## src/rtl/cra_pkg.sv

```systemverilog
package cra_pkg;
	// byte offsets on the register bus
	localparam logic [7:0] CRA_OFS_RX_ERR = 8'h00;
	localparam logic [7:0] CRA_OFS_TX_ERR = 8'h04;
	localparam logic [7:0] CRA_OFS_OVW = 8'h08;
	localparam logic [7:0] CRA_OFS_MASK_LO = 8'h0C;
	localparam logic [7:0] CRA_OFS_MASK_HI = 8'h10;
	localparam logic [7:0] CRA_OFS_UNREAD_MASK = 8'h14;
	localparam logic [7:0] CRA_OFS_INT_STAT = 8'h18;
	localparam logic [7:0] CRA_OFS_INT_CLR = 8'h1C;
	localparam logic [7:0] CRA_OFS_INT_EN = 8'h20;

	// reset values
	localparam logic [15:0] CRA_OVW_RST = 16'h0000;
	localparam logic [15:0] CRA_MASK_RST = 16'h0000;
	localparam logic CRA_UNREAD_MASK_RST = 1'b1;
	localparam logic [1:0] CRA_INT_RST = 2'h0;
	localparam logic [7:0] CRA_CNT_RST = 8'h00;

	// writable bits of the high mask, 12..10 stay zero
	localparam logic [15:0] CRA_MASK_HI_WMASK = 16'hE3FF;

	// interrupt event positions
	localparam int CRA_EV_OVW = 0;
	localparam int CRA_EV_ACC = 1;

	localparam int CRA_HTRANS_ACTIVE = 1;
	localparam logic [1:0] CRA_HRESP_OKAY = 2'h0;

	typedef struct packed {
		logic valid;
		logic write;
		logic [7:0] addr;
	} cra_aphase_s;

	typedef struct packed {
		logic [15:0] low;
		logic [15:0] high;
	} cra_mask_s;

	// mailbox m sits at bit m+8 for m<8, else m-8
	function automatic logic [3:0] cra_ovw_pos(input logic [3:0] mb);
		return {~mb[3], mb[2:0]};
	endfunction

	// per identifier bit: 1 = left out of the comparison
	function automatic logic [28:0] cra_id_mask(input cra_mask_s m);
		logic [28:0] r;
		r = '0;
		r[7:0] = m.low[15:8];
		r[15:8] = m.low[7:0];
		r[20:18] = m.high[15:13];
		r[17:16] = m.high[9:8];
		r[28:21] = m.high[7:0];
		return r;
	endfunction
endpackage

```

## src/rtl/cra_top.sv

```systemverilog
// Our own choices: register access over AHB-Lite and the placing of the registers.
`timescale 1ns/1ps
// Functional notes
// - The receive error counter is an 8-bit read-only register showing the protocol engine's count.
// - The transmit error counter is an 8-bit read-only register showing the protocol engine's count.
// - Sixteen overwrite flags, bits 15..8 for mailboxes 7..0 and bits 7..0 for mailboxes 15..8.
// - A flag sets when a message arrives while that mailbox's pending flag is set, clears on write 1, resets to 0.
// - A message arriving for an unread mailbox is still written, replacing the old contents.
// - The local acceptance mask acts only on filtering for mailbox 0.
// - Low mask bits 15..8 drop identifier bits 7..0, bits 7..0 drop identifier bits 15..8.
// - High mask bits 15..13 drop id 20..18, bits 9..8 drop id 17..16, bits 7..0 drop id 28..21.
// - High mask bits 12..10 always read 0 and software writes only 0 there.
// - All mask bits reset to 0 so every identifier bit is compared.
// - The unread request drives the overload line only while its mask bit is 0; the mask resets to 1.
module cra_top
	import cra_pkg::*;
(
	input wire logic hclk,
	input wire logic hresetn,
	input wire logic hsel,
	input wire logic [31:0] haddr,
	input wire logic [1:0] htrans,
	input wire logic hwrite,
	input wire logic [2:0] hsize,
	input wire logic [31:0] hwdata,
	input wire logic hready,
	output logic hreadyout,
	output logic [31:0] hrdata,
	output logic [1:0] hresp,
	input wire logic [7:0] rx_err_count_in,
	input wire logic [7:0] tx_err_count_in,
	input wire logic rx_store,
	input wire logic [3:0] rx_mbox,
	input wire logic [15:0] receive_pending_flag,
	input wire logic rx_id_valid,
	input wire logic [28:0] rx_id,
	input wire logic [28:0] mb0_id,
	output logic msg_wr_en,
	output logic [3:0] msg_wr_mbox,
	output logic mb0_accept,
	output logic unread_irq_request,
	output logic overload_irq_line,
	output logic irq
);

	cra_aphase_s aph_q, aph_d;
	logic [31:0] rdata_q, rdata_d;
	logic [7:0] rec_q, rec_d, tec_q, tec_d;
	logic [15:0] ovw_q, ovw_d, ovw_set;
	cra_mask_s mask_q, mask_d;
	logic unread_mask_q, unread_mask_d;
	logic [1:0] int_stat_q, int_stat_d, int_en_q, int_en_d, int_ev;
	logic wr_en_q, wr_en_d;
	logic [3:0] wr_mbox_q, wr_mbox_d;
	logic acc_q, acc_d;
	logic ovl_q, ovl_d, ureq_q, ureq_d, irq_q, irq_d;
	logic [28:0] id_mask;
	logic bus_wr;
	logic [15:0] wd16;

	function automatic logic [31:0] rd_mux(input logic [7:0] a, input logic [7:0] rx_error_count, input logic [7:0] tx_error_count,
			input logic [15:0] ovw, input cra_mask_s m, input logic um, input logic [1:0] st, input logic [1:0] en);
		logic [31:0] r;
		r = 32'h0000_0000;
		unique case (a)
			CRA_OFS_RX_ERR: r = {24'h00_0000, rx_error_count};
			CRA_OFS_TX_ERR: r = {24'h00_0000, tx_error_count};
			CRA_OFS_OVW: r = {16'h0000, ovw};
			CRA_OFS_MASK_LO: r = {16'h0000, m.low};
			CRA_OFS_MASK_HI: r = {16'h0000, m.high & CRA_MASK_HI_WMASK};
			CRA_OFS_UNREAD_MASK: r = {31'h0000_0000, um};
			CRA_OFS_INT_STAT: r = {30'h0000_0000, st};
			CRA_OFS_INT_EN: r = {30'h0000_0000, en};
			default: r = 32'h0000_0000;
		endcase
		return r;
	endfunction

	function automatic logic aph_take(input logic sel, input logic rdy, input logic [1:0] tr);
		return sel && rdy && tr[CRA_HTRANS_ACTIVE];
	endfunction

	// bus slave: zero wait states, always OKAY
	always_comb begin
		aph_d.valid = aph_take(hsel, hready, htrans);
		aph_d.write = hwrite;
		aph_d.addr = haddr[7:0];
		rdata_d = rdata_q;
		if (aph_take(hsel, hready, htrans) && !hwrite) begin
			rdata_d = rd_mux(haddr[7:0], rec_q, tec_q, ovw_q, mask_q, unread_mask_q, int_stat_q, int_en_q);
		end
	end

	always_ff @(posedge hclk or negedge hresetn) begin
		if (!hresetn) begin
			aph_q <= '0;
			rdata_q <= 32'h0000_0000;
		end else begin
			aph_q <= aph_d;
			rdata_q <= rdata_d;
		end
	end

	assign hreadyout = 1'b1;
	assign hresp = CRA_HRESP_OKAY;
	assign hrdata = rdata_q;
	assign bus_wr = aph_q.valid && aph_q.write;
	assign wd16 = hwdata[15:0];

	// overwrite detection per flag bit
	genvar b;
	generate
		for (b = 0; b < 16; b++) begin : g_ovw
			localparam logic [3:0] MB = cra_ovw_pos(4'(b));
			assign ovw_set[b] = rx_store && (rx_mbox == MB) && receive_pending_flag[MB];
		end
	endgenerate

	assign id_mask = cra_id_mask(mask_q);

	always_comb begin
		rec_d = rx_err_count_in;
		tec_d = tx_err_count_in;
		ovw_d = ovw_q & ~((bus_wr && aph_q.addr == CRA_OFS_OVW) ? wd16 : 16'h0000);
		ovw_d = ovw_d | ovw_set;
		mask_d = mask_q;
		unread_mask_d = unread_mask_q;
		int_en_d = int_en_q;
		int_stat_d = int_stat_q;
		if (bus_wr) begin
			unique case (aph_q.addr)
				CRA_OFS_MASK_LO: mask_d.low = wd16;
				CRA_OFS_MASK_HI: mask_d.high = wd16 & CRA_MASK_HI_WMASK;
				CRA_OFS_UNREAD_MASK: unread_mask_d = hwdata[0];
				CRA_OFS_INT_CLR: int_stat_d = int_stat_q & ~hwdata[1:0];
				CRA_OFS_INT_EN: int_en_d = hwdata[1:0];
				default: ;
			endcase
		end
		// mask takes part in mailbox 0 filtering only
		acc_d = rx_id_valid && (((rx_id ^ mb0_id) & ~id_mask) == 29'h0000_0000);
		int_ev = 2'h0;
		int_ev[CRA_EV_OVW] = |ovw_set;
		int_ev[CRA_EV_ACC] = acc_d;
		int_stat_d = int_stat_d | int_ev;
		// old contents are replaced even when unread
		wr_en_d = rx_store;
		wr_mbox_d = rx_mbox;
		ureq_d = |ovw_d;
		ovl_d = ureq_d && !unread_mask_d;
		irq_d = |(int_stat_d & int_en_d);
	end

	always_ff @(posedge hclk or negedge hresetn) begin
		if (!hresetn) begin
			rec_q <= CRA_CNT_RST;
			tec_q <= CRA_CNT_RST;
			ovw_q <= CRA_OVW_RST;
			mask_q <= {CRA_MASK_RST, CRA_MASK_RST};
			unread_mask_q <= CRA_UNREAD_MASK_RST;
			int_stat_q <= CRA_INT_RST;
			int_en_q <= CRA_INT_RST;
			wr_en_q <= 1'b0;
			wr_mbox_q <= 4'h0;
			acc_q <= 1'b0;
			ureq_q <= 1'b0;
			ovl_q <= 1'b0;
			irq_q <= 1'b0;
		end else begin
			rec_q <= rec_d;
			tec_q <= tec_d;
			ovw_q <= ovw_d;
			mask_q <= mask_d;
			unread_mask_q <= unread_mask_d;
			int_stat_q <= int_stat_d;
			int_en_q <= int_en_d;
			wr_en_q <= wr_en_d;
			wr_mbox_q <= wr_mbox_d;
			acc_q <= acc_d;
			ureq_q <= ureq_d;
			ovl_q <= ovl_d;
			irq_q <= irq_d;
		end
	end

	assign msg_wr_en = wr_en_q;
	assign msg_wr_mbox = wr_mbox_q;
	assign mb0_accept = acc_q;
	assign unread_irq_request = ureq_q;
	assign overload_irq_line = ovl_q;
	assign irq = irq_q;

	// helper: any mask write seen since reset
	logic mask_wr_seen_q;
	always_ff @(posedge hclk or negedge hresetn) begin
		if (!hresetn) begin
			mask_wr_seen_q <= 1'b0;
		end else if (bus_wr && (aph_q.addr == CRA_OFS_MASK_LO || aph_q.addr == CRA_OFS_MASK_HI)) begin
			mask_wr_seen_q <= 1'b1;
		end
	end

	logic rd_any, rd_rec, rd_tec, rd_mask_hi, rd_unmapped;
	assign rd_any = aph_take(hsel, hready, htrans) && !hwrite;
	assign rd_rec = rd_any && haddr[7:0] == CRA_OFS_RX_ERR;
	assign rd_tec = rd_any && haddr[7:0] == CRA_OFS_TX_ERR;
	assign rd_mask_hi = rd_any && haddr[7:0] == CRA_OFS_MASK_HI;
	assign rd_unmapped = rd_any && (haddr[7:0] > CRA_OFS_INT_EN || haddr[1:0] != 2'h0 || haddr[7:0] == CRA_OFS_INT_CLR);
endmodule

```

## config.mk

```make
export PLATFORM = sky130hd
export DESIGN_NAME = cra_top
export DESIGN_NICKNAME = d
export VERILOG_FILES = /design/src/rtl/cra_pkg.sv /design/src/rtl/cra_top.sv
export SDC_FILE = /design/constraint.sdc
export NUM_CORES = 1
export LEC_CHECK = 0
export BUFFER_PORTS_ARGS = -buffer_cell sky130_fd_sc_hd__buf_2
export CAP_MARGIN = 20
export CORE_ASPECT_RATIO = 1.1
export CORE_MARGIN = 4
export CORE_UTILIZATION = 47
export CTS_CLUSTER_SIZE = 25
export DETAILED_ROUTE_END_ITERATION = 10
export PLACE_DENSITY_LB_ADDON = 0.3
export SKIP_CTS_REPAIR_TIMING = 1
export SLEW_MARGIN = 40
export SYNTH_ARGS = -nofsm -noshare
export SYNTH_HDL_FRONTEND = slang
export SYNTH_SLANG_ARGS = --single-unit
```

## constraint.sdc

```tcl
create_clock -name hclk -period 2.6 [get_ports hclk]
set_input_delay 0.52 -clock hclk [delete_from_list [all_inputs] [get_ports hclk]]
set_output_delay 0.52 -clock hclk [all_outputs]
set_load 0.01 [all_outputs]
```

==> results.yml, run 1 <==
timing:
  tightest_slew_ps: 693
  finalSetupViolCount: 0
  slew_headroom: 0.538
  skew_ps: 12.1
  post-route-period-util: 0.857
  setup_tns_ps: 0
  hold_violations: 0
  fmax_ghz: 0.449
  slew_viol_final: 0
  rsz0062_at_grt: "false"
  worst_slack_ps: 371
  period_needed_ps: 2230
  fin_hold_ws_ps: 180
clock_network:
  clkLatencyLatePin_ps: 380
  tritoncts.num_buffers: 9
  cts_tree: "built"
  cts.sinks: 101
  clk_pin_slew_ps: 90
  ctsHtreeMaxLevel: 3
  clockRootBuffer: "clkbuf_8"
  clock_path_buffers: 2
setup_path:
  crit_chain: "nor4bb_2 -> buf_4 -> nand4_1 -> a21bo_2 -> nor4_1 -> nand4_1 -> nor2b_1"
  path_max_fanout: 17
  crit_type: "reg -> reg"
  crit_path_end_kind: "flip-flop"
  cp.required_ps: 2870
  crit_end: "overload_irq_line"
  critPathLaunchType: "flip-flop"
  r2r_start: "aph_q[1]"
  cp.arrival_ps: 2500
  crit_path_max_incr_delay_ps: 380
  ff2ff_path_depth: 7
  startpoint: "aph_q[1]"
  crit_path_frequent_cell: "nand4_1"
  r2r_slack_ps: 370
  slowest_stage: "dfrtp_1"
  reg2reg_to: "overload_irq_line"
outcome:
  status: "completed"
global_routing:
  grt_pass1_wl_mm: 20.8
  antenna_found_initial: 0
  grtUsageTotal: 0.227
  grt_overflow_total: 0
  grt_max_degree: 54
  grt_pass1_vias: 3856
placement:
  port_buffers: 150
  post_dp_cell_area_um2: 5580
  dp.cells: 661
  dpl_worst_slack_ps: 192
  place.gp.congestion: 0.889
  dp_hpwl_mm: 10.3
logic_synthesis:
  ys_seq_elements: 101
  ys.flop_type: "dfrtp_1"
  synth_area_um2: 4730
  synth_top_area_share: 0.529
  synth_edf_count: 0
  netlist_instances: 396
  yosysTopAreaCell: "dfrtp_1"
  ys.warnings.count: 0
  async_reset_ff_frac: 1.00
  synth_seq_area_share: 0.535
  synth.area.top_cells: "dfrtp_1 53%, mux2_2 9.3%, xnor2_1 5.4%"
  avgSynthCellArea_um2: 11.9
  yosysUniqueCellTypes: 50
power_and_ir_drop:
  p_leak_nw: 2.71
  peakVddDrop_mv: 0.289
  power.density_nw_per_um2: 572
layout:
  fillers: 857
  drive_gt1_frac: 0.411
  fin_cells: 677
  nNetsFinal: 722
  design_area_um2: 5790
  diodes: 0
  area_growth_pct: 22.4
route:
  drt-initial-drc-count: 243
  route.detailed.drc: 0
  wl_per_cell_um: 19.4
  vias: 3846
  ant_nets: 0
  totalWireLength_mm: 13.1
  drt-vias-per-instance: 5.68
  dr.pass1.iters: 6
worst_hold_path:
  hold_class: "in -> async"
flow_run:
  drv_cap: 0
floorplan:
  fp-row-count: 38
  die_h_um: 113
  start_util: 0.480
  core_area_um2: 9840
  die_w_um: 104
  die_area_um2: 11700
  io_pins: 214
==> layout by cell type (no fill, tap or decap), types with 3 or more instances in the layout <==
cell and instances:
a21oi_1 3, and3_1 10, a21bo_2 4, nor2_1 17, nand2_1 15, o22ai_1 14, a32o_1 5, buf_2 149
nor2b_1 9, and3b_1 3, a21o_1 8, mux2_2 39, xnor2_1 29, a222oi_1 6, conb_1 19, nor4_1 8
clkbuf_8 12, dfrtp_1 100, a22oi_1 6, o21ai_0 10, nand3_1 5, buf_4 13, nand4_1 19, a22o_1 3
mux2i_1 3, o21ai_1 5, a221oi_1 10
==> how the worst min path moves through the flow <==
stage | start | end | slack, ps | cells after the start
2_1_floorplan | hresetn | aph_q[0] | 220 | 0
3_3_place_gp | hrdata[0] | hrdata[0] | 460 | 2
3_5_place_dp | hrdata[0] | hrdata[0] | 460 | 2
4_1_cts | hresetn | hrdata[3] | 200 | 1
5_1_grt | hresetn | hrdata[3] | 210 | 1
6_report | hresetn | hrdata[3] | 180 | 1
==> final cells by class <==
class	count	area (µm²)	area share
well taps	120	150	0.0259
clock buffers	13	169	0.0292
inverters	3	11.3	0.00195
repair buffers	163	863	0.149
flip-flops and latches	101	2530	0.437
multi-input cells	274	2020	0.350
clock inverters	3	42.5	0.00735
==> kinds of logic (layout without fill, tap and decap cells) <==
family / Yosys count / after routing / synth area share
compound gates: 79 / 79 / 0.125
other cells: 2 / 19 / 0.00159
mux: 42 / 42 / 0.0993
flops: 101 / 101 / 0.535
xor+xnor: 29 / 29 / 0.0537
buf+inv: 38 / 182 / 0.0519
simple gates: 105 / 105 / 0.133
==> worst max-delay path, delay by kind of cell (launching register included) <==
kind | cells | cell delay [ps]
buf+inv | 1 | 290
flops | 1 | 380
simple gates | 5 | 1220
compound gates | 1 | 230
==> cells in the mapped netlist (all sizes together) (4+ instances only) <==
cell and n:
a21bo 4, a21o 8, a221oi 10, a222oi 6
a22oi 6, a32o 5, and3 10, buf 29
clkbuf 6, dfrtp 100, mux2 39, nand2 16
nand3 5, nand4 19, nor2 17, nor2b 9
nor4 9, o21ai 15, o22ai 14, xnor2 29
==> power breakdown <==
part | switching [mW] | internal, mW
clock | 0.531 | 0.523
combinational | 0.245 | 0.233
sequential | 0.0881 | 1.69
total | 0.864 | 2.45
==> metal layers <==
metal / GRT usage / routed length, µm / up-vias
met5: 0 / 0 / -
met4: 0.0505 / 124 / 0
met3: 0.0593 / 1150 / 9
met2: 0.365 / 6350 / 204
met1: 0.313 / 5490 / 1869
li1: - / - / 1764
==> stage by stage <==
stage	power, mW	util
after floorplan	2.04	-
after global placement	2.27	0.567
after detailed placement	2.29	0.567
after CTS	3.32	0.588
after global routing	3.46	0.588
final	3.31	0.588
==> sequential cells by signal, summed over array words and instances, names as in the netlist, 2 cells and up <==
register,count
aph_q,10
hrdata,16
id_mask,29
int_en_q,2
int_stat_q,2
msg_wr_mbox,4
ovw_q,16
rec_q,8
tec_q,8
Note: power is estimated with default switching activity, not from simulation.
==> run 2, diff against run 1 <==
--- a/config.mk
+++ b/config.mk
@@ -9,7 +9,7 @@
 export CAP_MARGIN = 20
 export CORE_ASPECT_RATIO = 1.1
 export CORE_MARGIN = 4
-export CORE_UTILIZATION = 47
+export CORE_UTILIZATION = 35
 export CTS_CLUSTER_SIZE = 25
 export DETAILED_ROUTE_END_ITERATION = 10
 export PLACE_DENSITY_LB_ADDON = 0.3
==> results.yml, run 2 (synthesis results as in run 1) <==
outcome:
  status: "completed"
global_routing:
  grt_pass1_wl_mm: 20.9
  antenna_found_initial: 0
  grt_overflow_total: 0
  grt_max_degree: 49
  grt_pass1_vias: 3839
  grtUsageTotal: 0.177
floorplan:
  io_pins: 214
  start_util: 0.358
  die_area_um2: 15400
  fp-row-count: 44
  die_w_um: 119
  core_area_um2: 13200
  die_h_um: 130
layout:
  nNetsFinal: 720
  largest_reg_flops: 29
  final_cell_mix: "149 x buf_2, 100 x dfrtp_1, 39 x mux2_2"
  drive_gt1_frac: 0.407
  layout_commonest_cell: "buf_2"
  area_growth_pct: 24.5
  utilization: 0.445
setup_path:
  crit_type: "reg -> reg"
  path_max_fanout: 17
  ff2ff_path_depth: 7
  r2r_slack_ps: 370
  crit_chain: "nor4bb_2 -> buf_4 -> nand4_1 -> a21bo_2 -> nor4_1 -> nand4_1 -> nor2b_1"
  reg2reg_to: "overload_irq_line"
  critPathLaunchType: "flip-flop"
  cp.required_ps: 2840
  crit_path_frequent_cell: "nand4_1"
  crit_path_end_kind: "flip-flop"
  cp.arrival_ps: 2470
  r2r_start: "aph_q[1]"
  slowest_stage: "nor4_1"
  crit_path_max_incr_delay_ps: 400
timing:
  skew_ps: 10.4
  setup_tns_ps: 0
  period_needed_ps: 2230
  slew_headroom: 0.578
  fmax_ghz: 0.449
  post-route-period-util: 0.856
  tightest_slew_ps: 632
  slew_viol_final: 0
  finalSetupViolCount: 0
  rsz0062_at_grt: "false"
  hold_violations: 0
route:
  totalWireLength_mm: 13.6
  wl_per_cell_um: 19.0
  vias: 3788
  drt-vias-per-instance: 5.28
  drt-initial-drc-count: 241
  dr.pass1.iters: 4
  route.detailed.drc: 0
  ant_nets: 0
clock_network:
  clk_pin_slew_ps: 60
  ctsHtreeMaxLevel: 3
  clkLatencyLatePin_ps: 350
  tritoncts.num_buffers: 9
  clockRootBuffer: "clkbuf_16"
  cts.sinks: 101
  clock_path_buffers: 2
  cts_tree: "built"
placement:
  place.gp.congestion: 0.857
  port_buffers: 150
  dp_hpwl_mm: 11.0
power_and_ir_drop:
  power.density_nw_per_um2: 594
  p_leak_nw: 2.73
  peakVddDrop_mv: 0.335
worst_hold_path:
  hold_class: "in -> async"
flow_run:
  drv_cap: 0
## run 2: area by class of cell
cell class | count | area (µm²)
diodes | 1 | 2.50
clock buffers | 11 | 233
clock inverters | 5 | 36.3
fillers | 1254 | 7330
inverters | 3 | 11.3
multi-input cells | 274 | 2020
flip-flops and latches | 101 | 2530
well taps | 161 | 201
repair buffers | 161 | 848
## run 2: worst max-delay path, delay by kind of cell, from the launching register on
family | cells | cell delay [ps]
flip-flops | 1 | 370
AO/OA/AOI/OAI | 1 | 230
buffers and inverters | 1 | 290
AND/OR/NAND/NOR | 5 | 1230
## run 2: through the flow
stage / hold WS (ps) / instance area (µm²) / instances / total power [mW] / setup WS [ps]
3_3_place_gp: 451 / 5610 / 700 / 2.28 / 150
4_1_cts: 213 / 5880 / 716 / 3.52 / 341
3_5_place_dp: 465 / 5610 / 700 / 2.29 / 121
2_1_floorplan: 224 / 4790 / 413 / 2.04 / 458
6_report: 192 / 5880 / 717 / 3.50 / 374
5_1_grt: 250 / 5880 / 716 / 3.64 / 166
## run 2: worst max path at each step
stage / to / start / slack, ps
floorplan: hrdata[1] / haddr[7] / 460
global placement: hrdata[8] / haddr[7] / 150
detailed placement: hrdata[8] / haddr[7] / 120
CTS: overload_irq_line / aph_q[1] / 340
global route: overload_irq_line / aph_q[1] / 170
finish: overload_irq_line / aph_q[1] / 370
## run 2: where the power goes
group / internal, mW / switching, mW
Sequential: 1.69 / 0.0861
Combinational: 0.233 / 0.247
Clock: 0.653 / 0.586
## run 2: routing by layer
layer	vias up	wire, µm	share of wire	track usage
li1	1759	-	-	-
met1	1860	5700	0.42	0.230
met2	145	6680	0.49	0.290
met3	24	854	0.063	0.0325
met4	0	391	0.029	0.0811
met5	-	0	0	0
